**src/cmp_b_pkg.sv**
```systemverilog
/*
  constants for the comparator b event and control block: register offsets,
  field positions, reset values, mode codes and timing counts.
  assumes an apb register bus with 32-bit data and word-aligned registers.
*/
`default_nettype none
package cmp_b_pkg;
  // printed offsets are not word multiples: kept as indices, byte address is index*4
  localparam logic [7:0]  IDX_REF_CLK_SEL  = 8'haf;
  localparam logic [7:0]  IDX_CTRL_STATUS  = 8'hb0;
  localparam logic [7:0]  IDX_IRQ_ENABLE   = 8'hb1;
  localparam logic [7:0]  IDX_IRQ_STATUS   = 8'hb2;
  localparam logic [7:0]  IDX_IRQ_MASK     = 8'hb3;
  localparam logic [11:0] ADDR_REF_CLK_SEL = {2'h0, IDX_REF_CLK_SEL, 2'h0};
  localparam logic [11:0] ADDR_CTRL_STATUS = {2'h0, IDX_CTRL_STATUS, 2'h0};
  localparam logic [11:0] ADDR_IRQ_ENABLE  = {2'h0, IDX_IRQ_ENABLE, 2'h0};
  localparam logic [11:0] ADDR_IRQ_STATUS  = {2'h0, IDX_IRQ_STATUS, 2'h0};
  localparam logic [11:0] ADDR_IRQ_MASK    = {2'h0, IDX_IRQ_MASK, 2'h0};

  localparam logic [7:0] REF_RESET  = 8'h00;
  localparam logic [7:0] CTRL_RESET = 8'hc0;
  localparam logic [7:0] IE_RESET   = 8'h00;

  // control register fields, then the interrupt enable register bit
  localparam int POS_SEL_LSB  = 6;
  localparam int CONNECT_BIT  = 5;
  localparam int FLAG_BIT     = 4;
  localparam int ENABLE_BIT   = 3;
  localparam int MODE_LSB     = 0;
  localparam int IE_CMP_BIT   = 6;
  // reference register fields
  localparam int B_CLK_LSB    = 6;
  localparam int B_NEG_LSB    = 4;
  localparam int A_CLK_LSB    = 2;
  localparam int A_NEG_LSB    = 0;

  // sticky status bits
  localparam int ST_EVENT     = 0;
  localparam int ST_DEB_MISS  = 1;
  localparam int ST_WIDTH     = 2;

  localparam int DEB_OVF_WAIT  = 2;
  localparam int TIMER_SAMPLES = 4;

  typedef enum logic [2:0] {
    MODE_LOW        = 3'h0,
    MODE_RISE       = 3'h1,
    MODE_DEB_TOGGLE = 3'h2,
    MODE_DEB_RISE   = 3'h3,
    MODE_FALL       = 3'h4,
    MODE_TOGGLE     = 3'h5,
    MODE_DEB_FALL   = 3'h6,
    MODE_HIGH       = 3'h7
  } irq_mode_t;

  typedef enum logic [1:0] {
    CLK_SYS  = 2'h0,
    CLK_TMR0 = 2'h1,
    CLK_TMR1 = 2'h2,
    CLK_TMR2 = 2'h3
  } clk_sel_t;

  typedef enum logic [1:0] {
    NEG_PIN  = 2'h0,
    NEG_LOW  = 2'h1,
    NEG_NOM  = 2'h2,
    NEG_HIGH = 2'h3
  } neg_sel_t;
endpackage
`default_nettype wire

```
**src/comparator_event_control.sv**
```systemverilog
/*
  comparator b control and event logic, shared reference/clock select register,
  apb slave and sticky interrupt status.
  assumes the analog comparator outputs and timer overflow pulses are synchronous
  to clk_sys, overflows being one-cycle pulses.
*/
// Design decision made here: the APB register port.
`timescale 1ns/1ps
`default_nettype none
// Contract
// - connect bit high routes selected pins to comparator b, low isolates them
// - 2-bit positive select picks one of four inputs; clear connect first
// - event flag sets when sampled output meets mode condition; software clears
// - flag interrupt reaches the processor only while enable bit 6 set
// - enable low forces comparator output low and blocks new events
// - enable high puts the four analog port pins into input-only mode
// - mode codes: low, rise, deb toggle, deb rise, fall, toggle, deb fall, high
// - debounced modes time their delay from timer 1 overflows
// - reference register resets to zero; fields b clk, b neg, a clk, a neg
// - b negative select: analog pin or one of three internal references
// - a negative select: other analog pin or the same three references
// - debounce waits two timer 1 overflows, resamples, sets on match
// - with timer sampling an edge needs four agreeing samples
module comparator_event_control
  import cmp_b_pkg::*;
#(
  parameter int ADDR_WIDTH = 12
) (
  input  wire logic                  clk_sys,
  input  wire logic                  sys_rst,
  input  wire logic                  psel,
  input  wire logic                  penable,
  input  wire logic                  pwrite,
  input  wire logic [ADDR_WIDTH-1:0] paddr,
  input  wire logic [31:0]           pwdata,
  output logic      [31:0]           prdata,
  output logic                       pready,
  output logic                       pslverr,
  input  wire logic                  cmpBRaw,
  input  wire logic                  tmr0Ovf,
  input  wire logic                  tmr1Ovf,
  input  wire logic                  tmr2Ovf,
  output logic                       cmpBOut,
  output logic                       cmpBPinConnect,
  output logic      [1:0]            cmpBPositiveSelect,
  output logic      [1:0]            cmpBNegativeSelect,
  output logic      [1:0]            cmpANegativeSelect,
  output logic      [1:0]            cmpAClockSelect,
  output logic                       analogPinsInputOnly,
  output logic                       cmpBIrq,
  output logic                       irq
);
  import cmp_b_pkg::*;

  typedef enum {DB_IDLE, DB_WAIT} deb_state_t;

  function automatic logic isDebMode(input logic [2:0] m);
    isDebMode = (m == MODE_DEB_TOGGLE) || (m == MODE_DEB_RISE) || (m == MODE_DEB_FALL);
  endfunction

  // register file
  logic [7:0]          refSel_r;
  logic [7:0]          refSel_nxt;
  logic [7:0]          ctrl_r;
  logic [7:0]          ctrl_nxt;
  logic [7:0]          ieReg_r;
  logic [7:0]          ieReg_nxt;
  logic [ST_WIDTH-1:0] status_r;
  logic [ST_WIDTH-1:0] status_nxt;
  logic [ST_WIDTH-1:0] mask_r;
  logic [ST_WIDTH-1:0] mask_nxt;
  logic [31:0]         prdata_nxt;
  logic                pready_nxt;
  logic                pslverr_nxt;
  // sampling and debounce state
  logic                sample_r;
  logic                sample_nxt;
  logic [2:0]          agree_r;
  logic [2:0]          agree_nxt;
  logic                stable_r;
  logic                stable_nxt;
  deb_state_t          dbState_r;
  deb_state_t          dbState_nxt;
  logic [1:0]          ovfCnt_r;
  logic [1:0]          ovfCnt_nxt;
  logic                expect_r;
  logic                expect_nxt;
  logic                cmpOut_r;
  logic                cmpOut_nxt;
  logic                irqOut_r;
  logic                irqOut_nxt;
  logic                cmpIrq_r;
  logic                cmpIrq_nxt;

  logic                enable;
  logic                sampleTick;
  logic                timerClocked;
  logic                rise;
  logic                fall;
  logic                eventHit;
  logic                debMiss;
  logic                accessW;
  logic                accessR;
  logic [2:0]          mode;
  logic [1:0]          bClk;
  logic [ADDR_WIDTH-1:0] addrW;

  assign mode    = ctrl_r[MODE_LSB +: 3];
  assign enable  = ctrl_r[ENABLE_BIT];
  assign bClk    = refSel_r[B_CLK_LSB +: 2];
  assign accessW = psel && penable && pwrite;
  assign accessR = psel && penable && !pwrite;
  assign addrW   = {paddr[ADDR_WIDTH-1:2], 2'h0};

  // sampling clock select; timers arrive as enable pulses
  always_comb begin
    case (clk_sel_t'(bClk))
      CLK_SYS:  sampleTick = 1'b1;
      CLK_TMR0: sampleTick = tmr0Ovf;
      CLK_TMR1: sampleTick = tmr1Ovf;
      CLK_TMR2: sampleTick = tmr2Ovf;
      default:  sampleTick = 1'b1;
    endcase
    timerClocked = (bClk != CLK_SYS);
  end

  // sampling, glitch filter and debouncer
  always_comb begin
    cmpOut_nxt  = enable ? cmpBRaw : 1'b0;
    sample_nxt  = sample_r;
    agree_nxt   = agree_r;
    stable_nxt  = stable_r;
    dbState_nxt = dbState_r;
    ovfCnt_nxt  = ovfCnt_r;
    expect_nxt  = expect_r;
    rise        = 1'b0;
    fall        = 1'b0;
    eventHit    = 1'b0;
    debMiss     = 1'b0;
    if (sampleTick) begin
      sample_nxt = cmpOut_r;
      if (!timerClocked) begin
        stable_nxt = cmpOut_r;
        agree_nxt  = 3'h0;
      end else if (cmpOut_r == stable_r) begin
        agree_nxt = 3'h0;
      end else if (agree_r == 3'(TIMER_SAMPLES - 1)) begin
        stable_nxt = cmpOut_r; // change held four samples
        agree_nxt  = 3'h0;
      end else begin
        agree_nxt = agree_r + 3'h1;
      end
      rise = (stable_nxt && !stable_r);
      fall = (!stable_nxt && stable_r);
    end
    case (irq_mode_t'(mode))
      MODE_LOW:    eventHit = sampleTick && !stable_nxt;
      MODE_HIGH:   eventHit = sampleTick && stable_nxt;
      MODE_RISE:   eventHit = rise;
      MODE_FALL:   eventHit = fall;
      MODE_TOGGLE: eventHit = rise || fall;
      default:     eventHit = 1'b0;
    endcase
    // debounce counts timer 1 overflows regardless of the sample clock
    case (dbState_r)
      DB_IDLE: begin
        ovfCnt_nxt = 2'h0;
        if (isDebMode(mode) && (((mode != MODE_DEB_FALL) && rise) || ((mode != MODE_DEB_RISE) && fall))) begin
          expect_nxt  = rise;
          dbState_nxt = DB_WAIT;
        end
      end
      DB_WAIT: begin
        if (!isDebMode(mode) || !enable) begin
          dbState_nxt = DB_IDLE;
        end else if (tmr1Ovf) begin
          if (ovfCnt_r == 2'(DEB_OVF_WAIT - 1)) begin
            dbState_nxt = DB_IDLE; // resample after two overflows
            if (cmpOut_r == expect_r) begin
              eventHit = 1'b1;
            end else begin
              debMiss = 1'b1;
            end
          end else begin
            ovfCnt_nxt = ovfCnt_r + 2'h1;
          end
        end
      end
      default: dbState_nxt = DB_IDLE;
    endcase
    eventHit = eventHit && enable;
  end

  // apb register file and sticky status
  always_comb begin
    refSel_nxt  = refSel_r;
    ctrl_nxt    = ctrl_r;
    ieReg_nxt   = ieReg_r;
    mask_nxt    = mask_r;
    status_nxt  = status_r;
    prdata_nxt  = 32'h0;
    pready_nxt  = 1'b0;
    pslverr_nxt = 1'b0;
    // one wait state: answer the cycle after the access phase starts
    if (psel && penable && !pready) begin
      pready_nxt = 1'b1;
      case (addrW)
        ADDR_REF_CLK_SEL: prdata_nxt = {24'h0, refSel_r};
        ADDR_CTRL_STATUS: prdata_nxt = {24'h0, ctrl_r};
        ADDR_IRQ_ENABLE:  prdata_nxt = {24'h0, ieReg_r};
        ADDR_IRQ_STATUS:  prdata_nxt = {30'h0, status_r};
        ADDR_IRQ_MASK:    prdata_nxt = {30'h0, mask_r};
        default:          pslverr_nxt = 1'b1;
      endcase
    end
    if (accessW && pready) begin
      case (addrW)
        ADDR_REF_CLK_SEL: refSel_nxt = pwdata[7:0];
        ADDR_CTRL_STATUS: ctrl_nxt = pwdata[7:0];
        ADDR_IRQ_ENABLE:  ieReg_nxt = pwdata[7:0];
        ADDR_IRQ_MASK:    mask_nxt = pwdata[ST_WIDTH-1:0];
        default:          ctrl_nxt = ctrl_r;
      endcase
    end
    if (accessR && pready && (addrW == ADDR_IRQ_STATUS)) begin
      status_nxt = '0;
    end
    // hardware set wins over software clear
    if (eventHit) begin
      ctrl_nxt[FLAG_BIT]   = 1'b1;
      status_nxt[ST_EVENT] = 1'b1;
    end
    if (debMiss) begin
      status_nxt[ST_DEB_MISS] = 1'b1;
    end
    irqOut_nxt = |(status_nxt & mask_nxt);
    cmpIrq_nxt = ctrl_nxt[FLAG_BIT] && ieReg_nxt[IE_CMP_BIT];
  end

  always_ff @(posedge clk_sys) begin
    if (sys_rst) begin
      refSel_r  <= REF_RESET;
      ctrl_r    <= CTRL_RESET;
      ieReg_r   <= IE_RESET;
      status_r  <= '0;
      mask_r    <= '0;
      prdata    <= 32'h0;
      pready    <= 1'b0;
      pslverr   <= 1'b0;
      sample_r  <= 1'b0;
      agree_r   <= 3'h0;
      stable_r  <= 1'b0;
      dbState_r <= DB_IDLE;
      ovfCnt_r  <= 2'h0;
      expect_r  <= 1'b0;
      cmpOut_r  <= 1'b0;
      irqOut_r  <= 1'b0;
      cmpIrq_r  <= 1'b0;
    end else begin
      refSel_r  <= refSel_nxt;
      ctrl_r    <= ctrl_nxt;
      ieReg_r   <= ieReg_nxt;
      status_r  <= status_nxt;
      mask_r    <= mask_nxt;
      prdata    <= prdata_nxt;
      pready    <= pready_nxt;
      pslverr   <= pslverr_nxt;
      sample_r  <= sample_nxt;
      agree_r   <= agree_nxt;
      stable_r  <= stable_nxt;
      dbState_r <= dbState_nxt;
      ovfCnt_r  <= ovfCnt_nxt;
      expect_r  <= expect_nxt;
      cmpOut_r  <= cmpOut_nxt;
      irqOut_r  <= irqOut_nxt;
      cmpIrq_r  <= cmpIrq_nxt;
    end
  end

  // pin-facing controls taken straight from flops
  always_ff @(posedge clk_sys) begin
    if (sys_rst) begin
      cmpBPinConnect      <= 1'b0;
      cmpBPositiveSelect  <= 2'h0;
      cmpBNegativeSelect  <= 2'h0;
      cmpANegativeSelect  <= 2'h0;
      cmpAClockSelect     <= 2'h0;
      analogPinsInputOnly <= 1'b0;
    end else begin
      cmpBPinConnect      <= ctrl_nxt[CONNECT_BIT];
      cmpBPositiveSelect  <= ctrl_nxt[POS_SEL_LSB +: 2];
      cmpBNegativeSelect  <= refSel_nxt[B_NEG_LSB +: 2];
      cmpANegativeSelect  <= refSel_nxt[A_NEG_LSB +: 2];
      cmpAClockSelect     <= refSel_nxt[A_CLK_LSB +: 2];
      analogPinsInputOnly <= ctrl_nxt[ENABLE_BIT];
    end
  end

  assign cmpBOut = cmpOut_r;
  assign irq     = irqOut_r;
  assign cmpBIrq = cmpIrq_r;
endmodule
`default_nettype wire

```
**config.mk**
```make
export PLATFORM = sky130hd
export DESIGN_NAME = comparator_event_control
export DESIGN_NICKNAME = d
export VERILOG_FILES = /design/src/cmp_b_pkg.sv /design/src/comparator_event_control.sv
export SDC_FILE = /design/constraint.sdc
export NUM_CORES = 1
export LEC_CHECK = 0
export ABC_AREA = 1
export BUFFER_PORTS_ARGS = -buffer_cell sky130_fd_sc_hd__buf_2
export CORE_MARGIN = 1.5
export CORE_UTILIZATION = 53
export DETAILED_ROUTE_END_ITERATION = 16
export PLACE_DENSITY = 0.86
export SKIP_LAST_GASP = 1
export SLEW_MARGIN = 10
export SYNTH_ARGS = -nofsm -noshare
export SYNTH_HDL_FRONTEND = slang
export SYNTH_SLANG_ARGS = --single-unit
```
**constraint.sdc**
```tcl
create_clock -name clk_sys -period 2.82 [get_ports clk_sys]
set_clock_uncertainty 0.05 [all_clocks]
set_input_delay 0.564 -clock clk_sys [delete_from_list [all_inputs] [get_ports clk_sys]]
set_output_delay 0.564 -clock clk_sys [all_outputs]
set_load 0.01 [all_outputs]
```
==> flow_summary.html, run 1 <==
<table>
<tr><th>Metric</th><th>Value</th></tr>
<tr><th colspan="2">Layout</th></tr>
<tr><td>Filler cell count</td><td>437</td></tr>
<tr><td>Ant. Diodes</td><td>0</td></tr>
<tr><td>Share of layout cells above drive strength 1</td><td>20.45%</td></tr>
<tr><td>Net count of the finished layout</td><td>451</td></tr>
<tr><td>P&amp;R area growth vs syn</td><td>10.68%</td></tr>
<tr><th colspan="2">Pwr</th></tr>
<tr><td>Switching power as a share of total power</td><td>22.69%</td></tr>
<tr><td>Reported leakage power</td><td>about 1.4 nW</td></tr>
<tr><td>Net switching power</td><td>0.2966 mW</td></tr>
<tr><td>Reg power frac</td><td>55.6%</td></tr>
<tr><td>Relative contribution of combinational cells to total power</td><td>6.6%</td></tr>
<tr><td>Relative contribution of the clock network to total power</td><td>37.9%</td></tr>
<tr><td>Internal</td><td>approximately 1.0 mW</td></tr>
<tr><td>Power density normalized to cell area</td><td>454.0 nW/µm²</td></tr>
<tr><td>Design Power</td><td>1.307 mW</td></tr>
<tr><td>VDD IR max</td><td>0.0002126 V</td></tr>
<tr><th colspan="2">Route</th></tr>
<tr><td>Vias</td><td>~2,300</td></tr>
<tr><td>Post-Route WL</td><td>5597 µm</td></tr>
<tr><td>Antenna viol nets, final</td><td>0</td></tr>
<tr><td>Via-per-instance ratio</td><td>5.039</td></tr>
<tr><td>Drc violations</td><td>0</td></tr>
<tr><td>WL per Instance</td><td>between 10 and 15 µm</td></tr>
<tr><td>Pre-Repair DR Iteration Count</td><td>5</td></tr>
<tr><td>Detailed Route Iter0 Violations</td><td>between 100 and 150</td></tr>
<tr><th colspan="2">Clock tree</th></tr>
<tr><td>Number of CTS-inserted buffers</td><td>5</td></tr>
<tr><td>Setup fix buffers added after clock tree synthesis</td><td>0</td></tr>
<tr><td>Resize count post-CTS</td><td>0</td></tr>
<tr><td>Number of H-tree branching levels</td><td>2</td></tr>
<tr><td>CTS clock-pin slew for the worst setup and hold paths</td><td>0.09 ns</td></tr>
<tr><td>Clk_lat worst skew</td><td>0.30 ns</td></tr>
<tr><td>Clock tree from TritonCTS</td><td>done</td></tr>
<tr><td>Clock tree buffer depth</td><td>2</td></tr>
<tr><td>CTS Hold Bufs</td><td>0</td></tr>
<tr><td>Buffer cell driving the clock tree root</td><td>sky130_fd_sc_hd__clkbuf_8</td></tr>
<tr><td>Sinks on the clock net</td><td>51</td></tr>
<tr><th colspan="2">Logic synthesis</th></tr>
<tr><td>Post-Synthesis Cell Area</td><td>2601 µm²</td></tr>
<tr><td>Mean instance size in the synthesized netlist</td><td>7.411 µm²</td></tr>
<tr><td>Register bit count reported by yosys</td><td>between 50 and 60</td></tr>
<tr><td>Sequential share of the synthesized area</td><td>between 30 and 40%</td></tr>
<tr><td>Gate count of the mapped netlist</td><td>351</td></tr>
<tr><td>Number of distinct library cells after synthesis</td><td>31</td></tr>
<tr><td>Synth warnings</td><td>0</td></tr>
<tr><th colspan="2">GRT</th></tr>
<tr><td>GRT Util Overall</td><td>about 22%</td></tr>
<tr><td>Pin count of the biggest net entering global routing</td><td>24</td></tr>
<tr><td>First-pass GRT wire length</td><td>9335 µm</td></tr>
<tr><td>Initial antenna violation count</td><td>0</td></tr>
<tr><td>Remaining global-route overflow</td><td>0</td></tr>
<tr><td>Vias in the first global route</td><td>2,147</td></tr>
<tr><th colspan="2">Die</th></tr>
<tr><td>Die span in x</td><td>approximately 73 µm</td></tr>
<tr><td>Die outline area</td><td>5337 µm²</td></tr>
<tr><td># IOs</td><td>100</td></tr>
<tr><td>Site row count</td><td>25</td></tr>
<tr><td>Vertical extent of the die</td><td>73.06 µm</td></tr>
<tr><td>Placeable core region</td><td>4723 µm²</td></tr>
<tr><td>Effective utilization at floorplan</td><td>55.07%</td></tr>
<tr><th colspan="2">STA</th></tr>
<tr><td>Setup repair after global routing missed its margin</td><td>false</td></tr>
<tr><td>Worst hold slack across all endpoints</td><td>0.3998 ns</td></tr>
<tr><td>Total of endpoints with negative setup slack in the final report</td><td>0</td></tr>
<tr><td>Worst slew slack as a fraction of its limit</td><td>between 50% and 60%</td></tr>
<tr><td>Maximum frequency from static timing analysis</td><td>545.1 MHz</td></tr>
<tr><td>Post-layout worst setup margin</td><td>0.9855 ns</td></tr>
<tr><td>Post-route setup TNS</td><td>0 ns</td></tr>
<tr><td>Final critical-path required period</td><td>between 1.5 and 2 ns</td></tr>
<tr><td>Final Hold Violating Endpoints</td><td>0</td></tr>
<tr><td>Slew at the pin closest to its max-slew limit</td><td>0.6408 ns</td></tr>
<tr><td>Part of the cycle the worst path needs</td><td>between 60% and 70%</td></tr>
<tr><td>Final count of pins violating max slew</td><td>0</td></tr>
<tr><th colspan="2">Worst setup path</th></tr>
<tr><td>Logic depth of the worst register-to-register path</td><td>8</td></tr>
<tr><td>Critical path's top delay family</td><td>simple AND/OR/NAND/NOR gates</td></tr>
<tr><td>Flop2flop setup slack</td><td>around 1.1 ns</td></tr>
<tr><td>Type of destination of the critical path</td><td>flip-flop</td></tr>
<tr><td>End of the worst register-to-register path</td><td>cmpBIrq$_SDFF_PP0_</td></tr>
<tr><td>Arr. time, crit path</td><td>2.02 ns</td></tr>
<tr><td>Critical path fanouts, max</td><td>13</td></tr>
<tr><td>Critical path, cell by cell</td><td>buf_2 -&gt; inv_1 -&gt; nor3_2 -&gt; nand3_4 -&gt; nor2_4 -&gt; o21ai_0 -&gt; a21oi_1</td></tr>
<tr><td>Critical setup path kind</td><td>input port to flip-flop</td></tr>
<tr><td>Max incr delay on CP</td><td>0.42 ns</td></tr>
<tr><td>Buffers &amp; Inverters on Critical Path</td><td>2</td></tr>
<tr><td>Critical R2R Launch</td><td>pready$_SDFF_PP0_</td></tr>
<tr><td>Element type at the critical path start</td><td>input port</td></tr>
<tr><td>Standard cell with the maximum stage delay on the critical path</td><td>sky130_fd_sc_hd__nor3_2</td></tr>
<tr><td>Origin of the worst setup path</td><td>paddr[5]</td></tr>
<tr><td>Worst Path Required</td><td>approximately 3 ns</td></tr>
<tr><th colspan="2">Worst hold path</th></tr>
<tr><td>Startpoint of the most critical hold path</td><td>agree_r[2]$_SDFFE_PP0P_</td></tr>
<tr><td>Hold depth</td><td>2</td></tr>
<tr><td>Worst min-delay path class</td><td>flip-flop to flip-flop</td></tr>
<tr><td>Endpoint with the worst hold slack</td><td>agree_r[2]$_SDFFE_PP0P_</td></tr>
<tr><th colspan="2">Placement</th></tr>
<tr><td>GPL Wtd Cong</td><td>0.8669</td></tr>
<tr><td>Input/output buffers</td><td>49</td></tr>
<tr><td>Post-place setup slack</td><td>roughly 0.68 ns</td></tr>
<tr><td>Post-detail-place hpwl</td><td>4262 µm</td></tr>
<tr><th colspan="2">Flow run</th></tr>
<tr><td>Maxcap violations</td><td>0</td></tr>
<tr><th colspan="2">Outcome</th></tr>
<tr><td>Run status</td><td>completed</td></tr>
</table>
per-stage QoR:
stage	instance area, µm²	std cells	util, %
6_report	2879	463	60.95
5_1_grt	2879	463	60.95
3_3_place_gp	2776	456	58.78
3_5_place_dp	2776	456	58.78
4_1_cts	2879	463	60.95
2_1_floorplan	2688	374	-
worst reg2reg max path: stages, from the launching register on:
cell and delay, ns:
sky130_fd_sc_hd__dfxtp_1 0.38, sky130_fd_sc_hd__inv_1 0.06, sky130_fd_sc_hd__nor2_1 0.19, sky130_fd_sc_hd__nand2_2 0.22
sky130_fd_sc_hd__inv_2 0.16, sky130_fd_sc_hd__nand3b_1 0.20, sky130_fd_sc_hd__nand2_1 0.11, sky130_fd_sc_hd__o211ai_1 0.10
sky130_fd_sc_hd__a21oi_1 0.20
cell usage in the layout, fill, tap and decap left out, drive strengths merged, types with 4 or more instances in the layout:
cell type and count:
nand2 62, dfxtp 51, inv 51, buf 50, o21ai 37, nor2 31
a21oi 27, conb 24, nand3 20, nor3 12, nand4 7, clkbuf 6
o211ai 4
worst max-delay path by stage:
stage / to / slack, ns / cells past startpoint
after detailed placement: refSel_r[7]$_SDFFE_PP0P_ / 0.68 / 7
after CTS: refSel_r[7]$_SDFFE_PP0P_ / 1.00 / 7
after global placement: cmpBIrq$_SDFF_PP0_ / 0.76 / 12
after floorplan: ctrl_r[4]$_SDFF_PP0_ / 1.09 / 12
final: refSel_r[7]$_SDFFE_PP0P_ / 0.99 / 7
after global routing: refSel_r[7]$_SDFFE_PP0P_ / 0.85 / 7
registers in the layout, indices dropped and copies added, names as in the netlist:
register / flops
cmpBPositiveSelect: 2
cmpBOut: 1
prdata: 8
irq: 1
status_r: 2
ieReg_r: 8
refSel_r: 8
agree_r: 3
expect_r: 1
pready: 1
mask_r: 2
ovfCnt_r: 2
dbState_r: 1
cmpBIrq: 1
stable_r: 1
ctrl_r: 8
pslverr: 1
cell usage after synthesis, drive strengths merged:
cell,n,area [µm²]
a211oi,1,12.51
a21oi,27,135.1
buf,32,236.5
clkbuf,3,11.26
conb,1,3.750
dfxtp,51,1021
ha,2,25.02
inv,51,191.4
nand2,62,257.7
nand3,20,112.6
nand3b,3,22.52
nand4,7,43.79
nor2,31,191.4
nor3,12,65.06
nor4,2,12.51
o211a,1,10.01
o211ai,4,30.03
o21ai,37,185.2
o311ai,1,8.760
o31ai,1,7.510
xnor2,2,17.52
cell families after synthesis:
logic type	share of synthesized area, %
flops	39.25
simple gates	27.13
xor+xnor	0.6735
buf+inv	16.88
fa+ha+maj	0.9618
other cells	0.1442
compound gates	14.96
final cells by class:
class                      instances  area (µm²)  area share (%)
timing repair buffer              50       252.7           8.779
inverter                          51       191.4           6.649
clock buffer                       6       72.57           2.521
multi-input combinational        237        1227           42.63
sequential                        51        1021           35.46
clock inverter                     1       30.03           1.043
tap                               67       83.83           2.912
power by group through the flow:
stage / combinational, mW / clock [mW] / sequential [mW]
floorplan: 0.0710 / 0 / 0.745
global placement: 0.0826 / 0 / 0.743
CTS: 0.0847 / 0.501 / 0.726
detailed placement: 0.0844 / 0 / 0.743
global route: 0.0956 / 0.525 / 0.727
finish: 0.0858 / 0.495 / 0.726
routing by layer:
layer / wire, µm / share of wire, % / vias up / track usage [%]
met3: 320 / 5.7 / 12 / 4.420
met2: 2798 / 50 / 95 / 38.28
met4: 95 / 1.7 / 0 / 9.434
met5: 0 / 0 / - / 0
li1: - / - / 1183 / -
met1: 2383 / 43 / 1043 / 26.90
Power figures use the tool's default switching activity.
==> run 2, diff against run 1 <==
Settings changed: ABC_AREA 1 to 0, CORE_UTILIZATION 53 to 44, PLACE_DENSITY 0.86 to 0.77.
Clock period 2.82 ns to 1.5 ns, I/O delays scaled along.
==> run 2 against run 1 <==
The run now ends with negative setup slack left. Flip-flop and latch count unchanged. Synthesized area down 4.3%. Via count fell by 1.5%. First-iteration DRC count is 3.7% lower. Critical endpoint is now cmpBPositiveSelect[0]$_SDFF_PP0_.
==> flow_summary.html, run 2 <==
<table>
<tr><th>Metric</th><th>Value</th></tr>
<tr><th colspan="2">Placement</th></tr>
<tr><td>GPL Wtd Cong</td><td>0.8375 (-3.4%)</td></tr>
<tr><td>Input/output buffers</td><td>49 (unchanged)</td></tr>
<tr><td>Post-detail-place hpwl</td><td>4309 µm (+1.1%)</td></tr>
<tr><th colspan="2">Route</th></tr>
<tr><td>WL per Instance</td><td>14.60 µm (+21%)</td></tr>
<tr><td>Via-per-instance ratio</td><td>5.162 (+2.4%)</td></tr>
<tr><td>Post-Route WL</td><td>6495 µm (+16%)</td></tr>
<tr><td>Antenna viol nets, final</td><td>0 (unchanged)</td></tr>
<tr><td>Detailed Route Iter0 Violations</td><td>130 (-3.7%)</td></tr>
<tr><td>Pre-Repair DR Iteration Count</td><td>6 (+1)</td></tr>
<tr><td>Vias</td><td>2,297 (-1.5%)</td></tr>
<tr><td>Drc violations</td><td>0 (unchanged)</td></tr>
<tr><th colspan="2">Outcome</th></tr>
<tr><td>Run status</td><td>finished, violations left</td></tr>
<tr><td>Violations in the final reports</td><td>negative setup slack</td></tr>
<tr><th colspan="2">STA</th></tr>
<tr><td>Final critical-path required period</td><td>slightly below 2 ns</td></tr>
<tr><td>Final Hold Violating Endpoints</td><td>0 (unchanged)</td></tr>
<tr><td>Post-layout worst setup margin</td><td>-0.4340 ns (-1.420 ns)</td></tr>
<tr><td>Setup repair after global routing missed its margin</td><td>true</td></tr>
<tr><td>Maximum frequency from static timing analysis</td><td>517.1 MHz</td></tr>
<tr><td>Post-route setup TNS</td><td>-11.81 ns (-11.81 ns)</td></tr>
<tr><td>Total of endpoints with negative setup slack in the final report</td><td>43 (+43)</td></tr>
<tr><td>Part of the cycle the worst path needs</td><td>128.9%</td></tr>
<tr><td>Final count of pins violating max slew</td><td>0 (unchanged)</td></tr>
<tr><th colspan="2">GRT</th></tr>
<tr><td>Fraction of met2 tracks used by global routing</td><td>38.35% (+0.065 points)</td></tr>
<tr><td>First-pass GRT wire length</td><td>10,130 µm (+8.5%)</td></tr>
<tr><td>Met1 demand-to-capacity share in global routing</td><td>24.39% (-2.5 points)</td></tr>
<tr><td>Met3 routing resource usage after global routing</td><td>3.140% (-1.3 points)</td></tr>
<tr><td>GRT Util Overall</td><td>20.71% (-1.6 points)</td></tr>
<tr><td>Vias in the first global route</td><td>2,191 (+2.0%)</td></tr>
<tr><td>Gr busiest metal</td><td>met2</td></tr>
<tr><td>Initial antenna violation count</td><td>0 (unchanged)</td></tr>
<tr><td>Remaining global-route overflow</td><td>0 (unchanged)</td></tr>
<tr><td>Pin count of the biggest net entering global routing</td><td>17 (-29%)</td></tr>
<tr><th colspan="2">Die</th></tr>
<tr><td># IOs</td><td>100 (unchanged)</td></tr>
<tr><td>Die outline area</td><td>6119 µm² (+15%)</td></tr>
<tr><td>Placeable core region</td><td>5473 µm² (+16%)</td></tr>
<tr><td>Vertical extent of the die</td><td>78.23 µm (+7.1%)</td></tr>
<tr><td>Site row count</td><td>27 (+8.0%)</td></tr>
<tr><td>Die span in x</td><td>78.23 µm (+7.1%)</td></tr>
<tr><td>Effective utilization at floorplan</td><td>45.50% (-9.6 points)</td></tr>
<tr><th colspan="2">Worst hold path</th></tr>
<tr><td>Hold depth</td><td>2 (unchanged)</td></tr>
<tr><td>Endpoint with the worst hold slack</td><td>cmpBOut$_SDFF_PP0_</td></tr>
<tr><td>Startpoint of the most critical hold path</td><td>cmpBRaw</td></tr>
<tr><td>Worst min-delay path class</td><td>input port to flip-flop</td></tr>
<tr><th colspan="2">Worst setup path</th></tr>
<tr><td>Logic depth of the worst register-to-register path</td><td>7 (-1)</td></tr>
<tr><td>Arr. time, crit path</td><td>2.08 ns (+0.06 ns)</td></tr>
<tr><td>Critical R2R Launch</td><td>pready$_SDFF_PP0_</td></tr>
<tr><td>End of the worst register-to-register path</td><td>irq$_SDFF_PP0_</td></tr>
<tr><td>Type of destination of the critical path</td><td>flip-flop</td></tr>
<tr><td>Worst Path Required</td><td>1.65 ns (-1.35 ns)</td></tr>
<tr><td>Element type at the critical path start</td><td>input port</td></tr>
<tr><td>Critical path fanouts, max</td><td>4 (-9)</td></tr>
<tr><td>Flop2flop setup slack</td><td>-0.24 ns (-1.31 ns)</td></tr>
<tr><td>Critical setup path kind</td><td>input port to flip-flop</td></tr>
<tr><th colspan="2">Logic synthesis</th></tr>
<tr><td>Register bit count reported by yosys</td><td>51 (unchanged)</td></tr>
<tr><td>Gate count of the mapped netlist</td><td>267 (-24%)</td></tr>
<tr><td>Most frequent cells after synthesis</td><td>sky130_fd_sc_hd__dfxtp_1 (51), sky130_fd_sc_hd__nor2_1 (38), sky130_fd_sc_hd__buf_4 (33), sky130_fd_sc_hd__mux2i_1 (33)</td></tr>
<tr><td>Fraction of synthesized cell area in xor and xnor cells</td><td>0.7035% (+0.030 points)</td></tr>
<tr><td>Synth warnings</td><td>0 (unchanged)</td></tr>
<tr><td>Top_reg_cell synth</td><td>sky130_fd_sc_hd__dfxtp_1</td></tr>
<tr><td>Cell accounting for the most synthesized area</td><td>sky130_fd_sc_hd__dfxtp_1</td></tr>
<tr><td>Post-Synthesis Cell Area</td><td>2490 µm² (-4.3%)</td></tr>
<tr><td>Number of distinct library cells after synthesis</td><td>45 (+45%)</td></tr>
<tr><td>Leading cell types by total area after synthesis</td><td>sky130_fd_sc_hd__dfxtp_1 (41%), sky130_fd_sc_hd__mux2i_1 (13%), sky130_fd_sc_hd__buf_4 (9.9%), sky130_fd_sc_hd__nor2_1 (5.7%), sky130_fd_sc_hd__a222oi_1 (3.2%)</td></tr>
<tr><td>Main combinational cell family by area after synthesis</td><td>simple AND/OR/NAND/NOR gates</td></tr>
<tr><td>Sequential share of the synthesized area</td><td>41.01% (+1.8 points)</td></tr>
<tr><td>Top cell type's share of synthesized area</td><td>41.01% (+1.8 points)</td></tr>
<tr><td>Synthesized-area fraction occupied by and/or/nand/nor cells</td><td>22.86% (-4.3 points)</td></tr>
<tr><td>Mean instance size in the synthesized netlist</td><td>9.325 µm² (+26%)</td></tr>
<tr><td>Async set-reset flop share out of synthesis</td><td>0% (unchanged)</td></tr>
<tr><td>Arithmetic-cell share of the synthesized area counting full adders, half adders and majority gates</td><td>1.005% (+0.043 points)</td></tr>
<tr><td>Post-synthesis compound-gate area fraction</td><td>8.693% (-6.3 points)</td></tr>
<tr><td>Count of flip-flops with a built-in enable after synthesis</td><td>0 (unchanged)</td></tr>
<tr><td>Most used standard cell by instance count after synthesis</td><td>sky130_fd_sc_hd__dfxtp_1</td></tr>
<tr><td>Mux contribution to synthesized area</td><td>13.27% (+13 points)</td></tr>
<tr><th colspan="2">Layout</th></tr>
<tr><td>Net count of the finished layout</td><td>427 (-5.3%)</td></tr>
<tr><td>Commonest cells after routing, fill and taps aside</td><td>sky130_fd_sc_hd__buf_4 (54), sky130_fd_sc_hd__buf_2 (46), sky130_fd_sc_hd__dfxtp_1 (45), sky130_fd_sc_hd__nor2_1 (36), sky130_fd_sc_hd__mux2i_1 (25)</td></tr>
<tr><td>Ant. Diodes</td><td>0 (unchanged)</td></tr>
<tr><td>Filler cell count</td><td>420 (-3.9%)</td></tr>
<tr><td>Most common cell after layout, fill and taps aside</td><td>sky130_fd_sc_hd__buf_4</td></tr>
<tr><td>Share of layout cells above drive strength 1</td><td>46.92% (+26 points)</td></tr>
<tr><td>P&amp;R area growth vs syn</td><td>43.67%</td></tr>
<tr><th colspan="2">Clock tree</th></tr>
<tr><td>Clk_lat worst skew</td><td>0.31 ns (about the same)</td></tr>
<tr><td>Number of H-tree branching levels</td><td>2 (unchanged)</td></tr>
<tr><td>Sinks on the clock net</td><td>51 (unchanged)</td></tr>
<tr><td>Clock tree from TritonCTS</td><td>done</td></tr>
<tr><td>Clock tree buffer depth</td><td>2 (unchanged)</td></tr>
<tr><td>CTS Hold Bufs</td><td>0 (unchanged)</td></tr>
<tr><td>CTS clock-pin slew for the worst setup and hold paths</td><td>0.09 ns (about the same)</td></tr>
<tr><td>Buffer cell driving the clock tree root</td><td>sky130_fd_sc_hd__clkbuf_8</td></tr>
<tr><td>Number of CTS-inserted buffers</td><td>5 (unchanged)</td></tr>
<tr><th colspan="2">Pwr</th></tr>
<tr><td>Design Power</td><td>2.396 mW (+83%)</td></tr>
<tr><td>Power density normalized to cell area</td><td>669.7 nW/µm² (+48%)</td></tr>
<tr><td>VDD IR max</td><td>0.0003861 V (+82%)</td></tr>
<tr><td>Reported leakage power</td><td>1.581 nW (+9.8%)</td></tr>
<tr><th colspan="2">Flow run</th></tr>
<tr><td>Maxcap violations</td><td>0 (unchanged)</td></tr>
</table>
## run 2: cell count changes in the layout (fill, tap and decap cells not counted), sizes merged, moves of 10 or more
cell,delta
buf,+68
nand2,-53
a21oi,-22
nor3,-10
o21ai,-32
inv,-46
mux2i,+33
nand3,-13
## run 2: logic make-up (layout without fill, tap and decap cells)
kind of cell,after synthesis,in the layout
and+or+nand+nor,101,101
DFF,51,51
buffers and inverters,48,131
muxes,33,33
AOI/OAI and AO/OA,29,29
adders and majority gates,2,2
xor gates and xnor gates,2,2
other,1,24
## run 2: report_power, final
part,switching (mW),total [mW],leakage (nW),internal (mW)
registers,0.00255,1.36,0.415,1.36
logic,0.108,0.182,1.12,0.0737
clock network,0.476,0.853,0.0474,0.377
## run 2: final cells by class
type,instances,area [µm²],area share [%]
well taps,72,90.09,2.518
clock inverters,2,16.27,0.4547
inverters,5,18.77,0.5247
repair buffers,118,838.3,23.43
multi-input cells,191,1503,42.01
clock buffers,6,82.58,2.308
flip-flops and latches,51,1028,28.75
## run 2: worst max path at each step
stage               startpoint                                to  slack (ns)  depth (start not counted)
floorplan             paddr[5]                cmpBIrq$_SDFF_PP0_       -0.59                          6
global placement      paddr[5]              ctrl_r[7]$_SDFF_PP1_       -0.77                          7
detailed placement    paddr[5]              ctrl_r[7]$_SDFF_PP1_       -0.80                          7
CTS                   paddr[5]                cmpBIrq$_SDFF_PP0_       -0.42                          8
global route          paddr[5]              ctrl_r[6]$_SDFF_PP1_       -0.47                          7
finish                paddr[5]  cmpBPositiveSelect[0]$_SDFF_PP0_       -0.43                          7
## run 2: through the flow
step	instance area (µm²)	utilization, %	worst slack (ns)	hold slack (ns)	instances
finish	3577	65.36	-0.4340	0.1832	445
global route	3577	65.36	-0.4697	0.1758	445
CTS	3425	62.57	-0.4166	0.1834	439
detailed placement	3112	56.86	-0.7975	0.4230	426
global placement	3112	56.86	-0.7704	0.4113	426
floorplan	2648	-	-0.5891	0.3688	290
## run 2: routing by layer
layer  up-vias  part of all wire, %
met5         -                    0
met4         0                  1.9
met3        15                  4.5
met2        87                   53
met1      1093                   41
li1       1102                    -
## run 2: what timing repair did
| item | CTS | global route |
|---|---|---|
| gates resized for setup | 40 | 25 |
| pin swaps | 13 | 15 |
| endpoints found under the setup margin | 47 | 49 |
| setup buffers | 5 | 7 |
## run 2: critical path: stages
cell	delay, ns
sky130_fd_sc_hd__buf_6	0.09
sky130_fd_sc_hd__or4b_4	0.54
sky130_fd_sc_hd__or2_4	0.27
sky130_fd_sc_hd__or4_4	0.46
sky130_fd_sc_hd__buf_6	0.16
sky130_fd_sc_hd__mux2i_1	0.19
sky130_fd_sc_hd__nor2_1	0.07
